### src/verilog/position_port_pkg.sv
/*
  shared constants of the tracking position counter and its output port:
  widths, resolution codes, reset values and timing counts.
  assumes a 40 MHz core clock; all times are turned into cycle counts here.
*/
package position_port_pkg;

  // word and byte widths of the position bus
  localparam int          DATA_W           = 16;
  localparam int          BYTE_W           = 8;

  // resolution select codes on the two resolution pins
  localparam logic [1:0]  RES_CODE_10      = 2'h0;
  localparam logic [1:0]  RES_CODE_12      = 2'h1;
  localparam logic [1:0]  RES_CODE_14      = 2'h2;
  localparam logic [1:0]  RES_CODE_16      = 2'h3;

  // unused low-order bits below the lsb for each resolution
  localparam logic [3:0]  LSB_SHIFT_10     = 4'h6;
  localparam logic [3:0]  LSB_SHIFT_12     = 4'h4;
  localparam logic [3:0]  LSB_SHIFT_14     = 4'h2;
  localparam logic [3:0]  LSB_SHIFT_16     = 4'h0;

  // one lsb at full width and the all-ones word
  localparam logic [15:0] WORD_ONE         = 16'h0001;
  localparam logic [15:0] WORD_ONES        = 16'hFFFF;
  localparam logic [15:0] WORD_ZERO        = 16'h0000;

  // reset values
  localparam logic [15:0] COUNT_RESET      = 16'h0000;
  localparam logic        SENSE_RESET      = 1'b1;

  // clock and timing figures
  localparam int          CLK_PERIOD_NS    = 25;
  localparam int          BUSY_NS          = 100;
  localparam int          FREEZE_VALID_NS  = 600;
  // least time: round up
  localparam int          BUSY_CYCLES      = (BUSY_NS + CLK_PERIOD_NS - 1) / CLK_PERIOD_NS;
  // longest time: round down
  localparam int          FREEZE_VALID_CYC = FREEZE_VALID_NS / CLK_PERIOD_NS;
  localparam int          BUSY_CNT_W       = 8;

endpackage : position_port_pkg

### src/verilog/busy_pulse_gen.sv
/*
  busy pulse generator: a trigger starts or restarts a busy pulse of a fixed
  number of cycles and a one-cycle done strobe marks its end.
  assumes triggers synchronous to the core clock.
*/
`timescale 1ns/1ps
module busy_pulse_gen #(
  parameter int PULSE_CYCLES = position_port_pkg::BUSY_CYCLES,
  parameter int CNT_W        = position_port_pkg::BUSY_CNT_W
) (
  // clock and reset
  input  wire logic i_core_clk,
  input  wire logic i_reset,
  // trigger in, pulse and end strobe out
  input  wire logic i_trigger,
  output logic      o_busy,
  output logic      o_done
);

  logic [CNT_W-1:0] cnt_reg;
  logic             busy_reg;
  logic             done_reg;

  // pulse width counter, retriggerable
  always_ff @(posedge i_core_clk) begin
    if (i_reset) begin
      cnt_reg  <= '0;
      busy_reg <= 1'b0;
    end else if (i_trigger) begin
      cnt_reg  <= CNT_W'(PULSE_CYCLES - 1);
      busy_reg <= 1'b1;
    end else if (cnt_reg != '0) begin
      cnt_reg  <= cnt_reg - CNT_W'(1);
    end else begin
      busy_reg <= 1'b0;
    end
  end

  // end strobe in the cycle after the last busy cycle
  always_ff @(posedge i_core_clk) begin
    if (i_reset) begin
      done_reg <= 1'b0;
    end else begin
      done_reg <= busy_reg && (cnt_reg == '0) && !i_trigger;
    end
  end

  assign o_busy = busy_reg;
  assign o_done = done_reg;

endmodule : busy_pulse_gen

### src/verilog/tracking_position_output_port.sv
/*
  digital side of a tracking position converter: resolution-selectable
  up/down counter, output latches with freeze, byte-multiplexed position bus,
  busy pulse per lsb step, revolution wrap pulse and latched rotation sense.
  assumes one-cycle lsb step strobes from the tracking loop, synchronous to
  i_core_clk; the bus wire level is resolved outside from the enables.
*/
// Functional notes
// enable high floats bus, low drives latch
// byte choice high: msb byte on first pins
// freeze low holds output latches
// preset dir low: all pins are inputs
// busy high while position data changes; here the latch and bus update 1 and 2 cycles after busy falls
// wrap pulse on all-ones/all-zeros rollover
// rotation sense valid before any wrap pulse
// sense latched, changes only on reversal
// wrap and sense ignore the freeze input
// resolution pins pick 10/12/14/16 bits
// count one lsb per lsb input step
// one busy pulse per lsb step
// host changes resolution only while idle
// position is unsigned natural binary
// latched data valid 600 ns after freeze
// freeze release makes refreshing busy pulse
// lsb byte always on upper pins
// unused low-order lines driven low
// counter wraps at selected resolution
`timescale 1ns/1ps
module tracking_position_output_port #(
  parameter int BUSY_CYCLES = position_port_pkg::BUSY_CYCLES
) (
  // clock and reset
  input  wire logic        i_core_clk,
  input  wire logic        i_reset,
  // lsb steps from the tracking loop
  input  wire logic        i_step_up,
  input  wire logic        i_step_down,
  // control pins
  input  wire logic [1:0]  i_resolution_pins,
  input  wire logic        i_latch_freeze_n,
  input  wire logic        i_output_enable_n,
  input  wire logic        i_byte_half_choice,
  input  wire logic        i_counter_preset_dir,
  // position data pins, split three ways
  input  wire logic [15:0] i_position_data_pins,
  output logic      [15:0] o_position_data_pins,
  output logic      [15:0] o_position_data_oe,
  // status outputs
  output logic             o_busy,
  output logic             o_wrap_pulse,
  output logic             o_rotation_sense
);

  logic [3:0]  lsb_shift;
  logic [15:0] step_val;
  logic [15:0] res_mask;
  logic        step_up_ok;
  logic        step_dn_ok;
  logic        preset_change;
  logic        freeze_release;
  logic        busy_trigger;
  logic        busy_done;
  logic [15:0] count_reg;
  logic [15:0] latch_reg;
  logic        sense_reg;
  logic        wrap_pend_reg;
  logic        wrap_reg;
  logic        freeze_n_reg;
  logic [15:0] data_reg;
  logic [15:0] oe_reg;

  // resolution decode into lsb position and active-bit mask
  always_comb begin
    case (i_resolution_pins)
      position_port_pkg::RES_CODE_10: lsb_shift = position_port_pkg::LSB_SHIFT_10;
      position_port_pkg::RES_CODE_12: lsb_shift = position_port_pkg::LSB_SHIFT_12;
      position_port_pkg::RES_CODE_14: lsb_shift = position_port_pkg::LSB_SHIFT_14;
      position_port_pkg::RES_CODE_16: lsb_shift = position_port_pkg::LSB_SHIFT_16;
      default:                        lsb_shift = position_port_pkg::LSB_SHIFT_16;
    endcase
  end

  assign step_val = position_port_pkg::WORD_ONE << lsb_shift;
  assign res_mask = position_port_pkg::WORD_ONES << lsb_shift;

  // a step counts only when exactly one direction is strobed and pins drive
  assign step_up_ok     = i_step_up && !i_step_down && i_counter_preset_dir;
  assign step_dn_ok     = i_step_down && !i_step_up && i_counter_preset_dir;
  assign preset_change  = !i_counter_preset_dir
                          && ((i_position_data_pins & res_mask) != count_reg);
  assign freeze_release = i_latch_freeze_n && !freeze_n_reg;
  assign busy_trigger   = step_up_ok || step_dn_ok || preset_change || freeze_release;

  // up/down position counter, left justified so it wraps at 2^resolution
  always_ff @(posedge i_core_clk) begin
    if (i_reset) begin
      count_reg <= position_port_pkg::COUNT_RESET;
    end else if (!i_counter_preset_dir) begin
      count_reg <= i_position_data_pins & res_mask;
    end else if (step_up_ok) begin
      count_reg <= (count_reg + step_val) & res_mask;
    end else if (step_dn_ok) begin
      count_reg <= (count_reg - step_val) & res_mask;
    end else begin
      count_reg <= count_reg & res_mask;
    end
  end

  // rotation sense follows only real steps; freeze plays no part
  always_ff @(posedge i_core_clk) begin
    if (i_reset) begin
      sense_reg <= position_port_pkg::SENSE_RESET;
    end else if (step_up_ok) begin
      sense_reg <= 1'b1;
    end else if (step_dn_ok) begin
      sense_reg <= 1'b0;
    end
  end

  // wrap pulse one cycle after the rollover, so sense has already settled
  always_ff @(posedge i_core_clk) begin
    if (i_reset) begin
      wrap_pend_reg <= 1'b0;
      wrap_reg      <= 1'b0;
    end else begin
      wrap_pend_reg <= (step_up_ok && (count_reg == res_mask))
                       || (step_dn_ok && (count_reg == position_port_pkg::WORD_ZERO));
      wrap_reg      <= wrap_pend_reg;
    end
  end

  // freeze input history for the release edge
  always_ff @(posedge i_core_clk) begin
    if (i_reset) begin
      freeze_n_reg <= 1'b1;
    end else begin
      freeze_n_reg <= i_latch_freeze_n;
    end
  end

  // busy pulse per step, per preset change and per freeze release
  busy_pulse_gen #(
    .PULSE_CYCLES (BUSY_CYCLES),
    .CNT_W        (position_port_pkg::BUSY_CNT_W)
  ) u_busy (
    .i_core_clk (i_core_clk),
    .i_reset    (i_reset),
    .i_trigger  (busy_trigger),
    .o_busy     (o_busy),
    .o_done     (busy_done)
  );

  // output latches refresh at the end of busy unless frozen
  always_ff @(posedge i_core_clk) begin
    if (i_reset) begin
      latch_reg <= position_port_pkg::COUNT_RESET;
    end else if (busy_done && i_latch_freeze_n) begin
      latch_reg <= count_reg;
    end
  end

  // byte multiplexer and enables, registered
  always_ff @(posedge i_core_clk) begin
    if (i_reset) begin
      data_reg <= position_port_pkg::WORD_ZERO;
      oe_reg   <= position_port_pkg::WORD_ZERO;
    end else begin
      data_reg[7:0] <= latch_reg[7:0];
      if (i_byte_half_choice) begin
        data_reg[15:8] <= latch_reg[15:8];
      end else begin
        data_reg[15:8] <= latch_reg[7:0];
      end
      oe_reg <= {position_port_pkg::DATA_W{!i_output_enable_n && i_counter_preset_dir}};
    end
  end

  assign o_position_data_pins = data_reg;
  assign o_position_data_oe   = oe_reg;
  assign o_wrap_pulse         = wrap_reg;
  assign o_rotation_sense     = sense_reg;
endmodule : tracking_position_output_port

### config.mk
export PLATFORM = sky130hd
export DESIGN_NAME = tracking_position_output_port
export DESIGN_NICKNAME = d
export VERILOG_FILES = /design/src/verilog/position_port_pkg.sv /design/src/verilog/busy_pulse_gen.sv /design/src/verilog/tracking_position_output_port.sv
export SDC_FILE = /design/constraint.sdc
export NUM_CORES = 1
export LEC_CHECK = 0
export ABC_AREA = 0
export BUFFER_PORTS_ARGS = -buffer_cell sky130_fd_sc_hd__buf_4
export CAP_MARGIN = 10
export CORE_MARGIN = 8
export CORE_UTILIZATION = 33
export DETAILED_ROUTE_END_ITERATION = 12
export SYNTH_ARGS = -nofsm -noshare
export SYNTH_HDL_FRONTEND = slang
export SYNTH_SLANG_ARGS = --single-unit
### constraint.sdc
create_clock -name i_core_clk -period 5.8 [get_ports i_core_clk]
set_clock_uncertainty 0.05 [all_clocks]
set_input_delay 0 -clock i_core_clk [delete_from_list [all_inputs] [get_ports i_core_clk]]
set_output_delay 0 -clock i_core_clk [all_outputs]
set_load 0.05 [all_outputs]
# Word-level counts from Yosys, hierarchy flattened
# Cells that the tools add are included.
classes:
  n_reduce_logical: 29
  eq_ne: 6
  addsub: 3
  bitwise: 4
  mux: 9
  n_shift: 2
op_table:
  columns: ["op", "count"]
  rows:
  - ["$and 16x16->16", 4]
  - ["$mux 16", 3]
  - ["$add 16x16->16", 1]
  - ["$eq 16x16->1", 1]
  - ["$logic_not 16->1", 1]
  - ["$ne 16x16->1", 1]
  - ["$pmux 4 s4", 1]
  - ["$shl 1x4->16 const A", 1]
  - ["$shl 16x4->16 const A", 1]
  - ["$sub 16x16->16", 1]
  - ["$logic_and 1x1->1", 12]
  - ["$logic_not 8->1", 1]
  - ["$mux 8", 1]
  - ["$reduce_bool 8->1", 1]
  - ["$sub 8x1->8 const B", 1]
  - ["$logic_not 1->1", 6]
  - ["$eq 2x2->1 const B", 2]
  - ["$logic_or 1x1->1", 4]
  - ["$mux 2", 2]
  - ["$reduce_or 2->1", 2]
  - ["$eq 2x1->1 const B", 1]
  - ["$logic_not 2->1", 1]
  - ["$mux 1", 2]
  - ["$ne 2x1->1 const B", 1]
  - ["$reduce_bool 2->1", 1]
word_totals:
  reg_bits: 63
  wordCells: 65

# Depth between registers and ports, before layout
logic_depth:
  word_depth: 10
  depth_mapped: 11
  mapped_depth_nobuf: 10

# By module
# A second synthesis with hierarchy kept.
unflattened:
  hier_cells: 468
  area_unflattened_um2: 3741.1
by_module_without_submodules:
  columns: ["module", "n_inst", "area_each_um2", "cells_per_inst"]
  rows:
  - ["tracking_position_output_port", 1, 3275.6, 416]
  - ["busy_pulse_gen", 1, 465.4, 52]

# Least setup slack after synthesis
# Ideal clock, no wire load.
synth_path:
  path_type: "reg2reg"
  startpoint: "reg count_reg[4]"
  endpoint: "reg count_reg[13]"
  path_buffers: 0
  path_stages_with_launch: 8
  t_required_ns: 5.615
  arrival_ns: 1.997
  setup_ns: 0.135
  slack_ns: 3.619
  cell_sequence: "dfxtp_1 > ha_1 > or2_1 > a2111oi_4 > o21ai_2 > o311a_1 > o31ai_1 > o311ai_1"
synth_via:
  elab_chain_cells: 5
synth_lines:
  columns: ["item", "line_no", "source"]
  rows:
  - ["from (decl)", "tracking_position_output_port.sv:63", "logic [15:0] count_reg;"]
  - ["from (signal assigned)", "tracking_position_output_port.sv:97", "count_reg <= position_port_pkg::COUNT_RESET;"]
  - ["from (signal assigned)", "tracking_position_output_port.sv:99", "count_reg <= i_position_data_pins & res_mask;"]
  - ["from (signal assigned)", "tracking_position_output_port.sv:101", "count_reg <= (count_reg + step_val) & res_mask;"]
  - ["$sub 16x16->16", "tracking_position_output_port.sv:103", "count_reg <= (count_reg - step_val) & res_mask;"]
  - ["$and 16x16->16", "tracking_position_output_port.sv:103", null]
  - ["$mux 16", "tracking_position_output_port.sv:102", "end else if (step_dn_ok) begin"]
  - ["$mux 16 *", "tracking_position_output_port.sv:100", "end else if (step_up_ok) begin"]
  - ["$mux 16 *", "tracking_position_output_port.sv:98", "end else if (!i_counter_preset_dir) begin"]
# Mark *: on every way between the ends. The rest lies on a longest branch, timed or not.
# A chain may end at the register's enable or synchronous reset.

# Worst setup path in the final report
layout_path:
  startpoint: "reg count_reg[4]"
  endpoint: "reg count_reg[15]"
# The elaborated chain is that of the path after synthesis.

==> impl_metrics.ini <==
[run_status]
status = completed

[sta]
maxSlewViolCount = 0
finalSetupViolCount = 0
fin_crit_ps = 2574
post-route-period-util = 0.4439
clock.fmax_mhz = 388.4
rsz0062_at_grt = false
hold_violations = 0
fin_setup_tns_ps = 0
holdWs_ps = 27.17
tightest_slew_ps = 1024
slew_headroom = 0.3160

[routing]
via_per_inst = 5.372
route.detailed.drc = 0
drt_iter0_drc = 314
vias = 3567
drt_pre_antenna_iters = 5
wl_per_cell_um = 16.42
totalWireLength_mm = 10.91
postRouteAntennaNets = 0

[synthesis]
async_reset_ff_frac = 0
synth_area_leaders = dfxtp_1, nand2_1, a21oi_1
synth_top_area_cell = dfxtp_1
synth_nets = 513
synth.yosys.seq_area_share = 0.3332
synthCells = 475
synth_edf_count = 0
synth_cell_types = 70
yosysTopAreaCellShare = 0.3332
ys_ff_latch = 63
synth_ff_type = dfxtp_1
syn_area_per_cell_um2 = 7.968
synth_area_um2 = 3785
synth_warnings = 0

[clocking]
cts.clk_slew.worst_paths_ps = 60
cts_resized = 0
post_cts_buffers = 0
cts.sinks = 63
numCtsBuffers = 9
insertion_delay_ps = 320
cts_buffer_depth = 2
clockRootBuffer = clkbuf_16
cts_max_level = 3
cts_tree = done
hold_buffers = 17

[floorplanning]
design.die.area_um2 = 15150
core_area_um2 = 11320
start_util = 0.3343
fp.dieH_um = 123.1
io_pins = 61
die_x_um = 123.1
rows = 39

[worst_setup_path]
critPathArrivalTime_ps = 2720
r2r_setup_slack_ps = 3230
critPathMaxFanout = 9
end_kind = flop
rr_endpoint = count_reg[15]
path_cells = ha_1 -> nor2b_1 -> o22ai_1 -> nor2_1 -> a41oi_1 -> o311ai_2 -> o211ai_1
r2r_cells = 7
critical_path_class = reg2reg
crit_slowest_cell = dfxtp_1
crit_start = count_reg[4]
start_kind = flop
worst_r2r_startpoint = count_reg[4]
cp_slowest_stage_delay_ps = 500
critical_path_required_ps = 5940
crit_end = count_reg[15]

[grt]
grt_pass1_wl_mm = 17.60
grt-ovfl-total = 0
antenna_found_initial = 0
grtUsageTotal = 0.1456
grt_max_degree = 54
grt_pass1_vias = 3546

[cells_and_area]
regArea_um2 = 1261
post-route-util = 0.4101
antenna_cells = 0
post-route-cell-area_um2 = 4643
drive_above_1_share = 0.1651
multi_input_area_um2 = 2216
fillers = 1190
nets = 554
syn_to_final_growth_pct = 22.68
fin_cells = 664

[power]
peakVddDrop_mv = 0.1800
power_leakage_uw = 0.001918
p_per_area_nw_per_um2 = 271.0

[place]
gp_congestion = 0.8761
place_area_um2 = 4159
dp_hpwl_mm = 7.946
dp.cells = 631
port_buffers = 60

[run]
maxCapViolations = 0

[hold_path]
hp-class = in2reg
[worst max-delay path, delay by kind of cell, from the launching register on]
kind                       cells  cell delay [ps]
AOI/OAI and AO/OA              4              770
adders and majority gates      1              400
DFF                            1              500
and+or+nand+nor                2              730
[how the worst min path moves through the flow]
stage / from / endpoint / slack, ps / cells after the start
finish: i_position_data_pins[12] / count_reg[12] / 30 / 4
global route: i_position_data_pins[7] / count_reg[7] / 60 / 4
CTS: i_position_data_pins[12] / count_reg[12] / 20 / 4
detailed placement: i_output_enable_n / o_position_data_oe[0] / 150 / 2
global placement: i_output_enable_n / o_position_data_oe[0] / 150 / 2
floorplan: i_output_enable_n / o_position_data_oe[0] / 30 / 1
[per-layer routing]
| layer | part of all wire | GRT usage |
|---|---|---|
| met5 | 0 | 0 |
| met4 | 0.026 | 0.06095 |
| met3 | 0.074 | 0.03744 |
| met2 | 0.46 | 0.2355 |
| met1 | 0.44 | 0.1808 |
[where the power goes]
part | switching (uW) | internal (uW)
clock | 188 | 374
sequential | 26.6 | 446
combinational | 134 | 89.9
[area by class of cell]
| type | instances | area share |
|---|---|---|
| clock buffer | 10 | 0.04931 |
| clock inverter | 6 | 0.01832 |
| inverter | 14 | 0.01132 |
| multi-input combinational | 351 | 0.4772 |
| sequential | 63 | 0.2716 |
| tap | 143 | 0.03853 |
| timing repair buffer | 77 | 0.1337 |
[logic make-up after synthesis]
family,share of synthesized area
adders and majority gates,0.03967
DFF,0.3332
and+or+nand+nor,0.2522
muxes,0.02645
AOI/OAI and AO/OA,0.2069
xor gates and xnor gates,0.06017
buffers and inverters,0.08132
[synthesized netlist by cell type, types with 3 or more instances]
cell type	instances
dfxtp_1	63
a21oi_1	35
buf_4	16
buf_1	4
nor2b_1	20
or3_1	3
nand2b_1	8
nand3_1	10
nor2_1	38
o21ai_0	25
inv_1	14
a311oi_1	4
or2_2	3
a211oi_1	4
o22ai_1	4
ha_1	12
xnor2_1	9
o221ai_1	3
and4_1	4
nand2_1	60
buf_2	8
clkbuf_1	17
mux2i_1	10
a21boi_0	3
nor3_1	15
nor4_1	4
xor2_1	17
or4_1	3
o31ai_1	3
[placed cells by master, fill, tap and decap left out, types with 3 or more instances in the layout]
| master | instances |
|---|---|
| and4_1 | 4 |
| or3_1 | 3 |
| o221ai_1 | 3 |
| nor3_1 | 15 |
| mux2i_1 | 10 |
| or2_2 | 3 |
| o21ai_0 | 25 |
| dlygate4sd3_1 | 17 |
| nor2_1 | 38 |
| or4_1 | 3 |
| xnor2_1 | 9 |
| nand2b_1 | 8 |
| a211oi_1 | 4 |
| nor2b_1 | 20 |
| dfxtp_1 | 63 |
| o31ai_1 | 3 |
| clkbuf_16 | 9 |
| a21oi_1 | 35 |
| nand2_1 | 60 |
| ha_1 | 12 |
| nand3_1 | 10 |
| inv_1 | 14 |
| xor2_1 | 17 |
| nor4_1 | 4 |
| o22ai_1 | 4 |
| a21boi_0 | 3 |
| a311oi_1 | 4 |
| buf_4 | 60 |
[metrics by stage]
step                setup slack, ps  power [uW]
floorplan                      3619       635.0
global placement               3385       689.8
detailed placement             3262       692.1
CTS                            3238        1264
global route                   3062        1313
finish                         3226        1258
(Power assumes the default switching activity.)
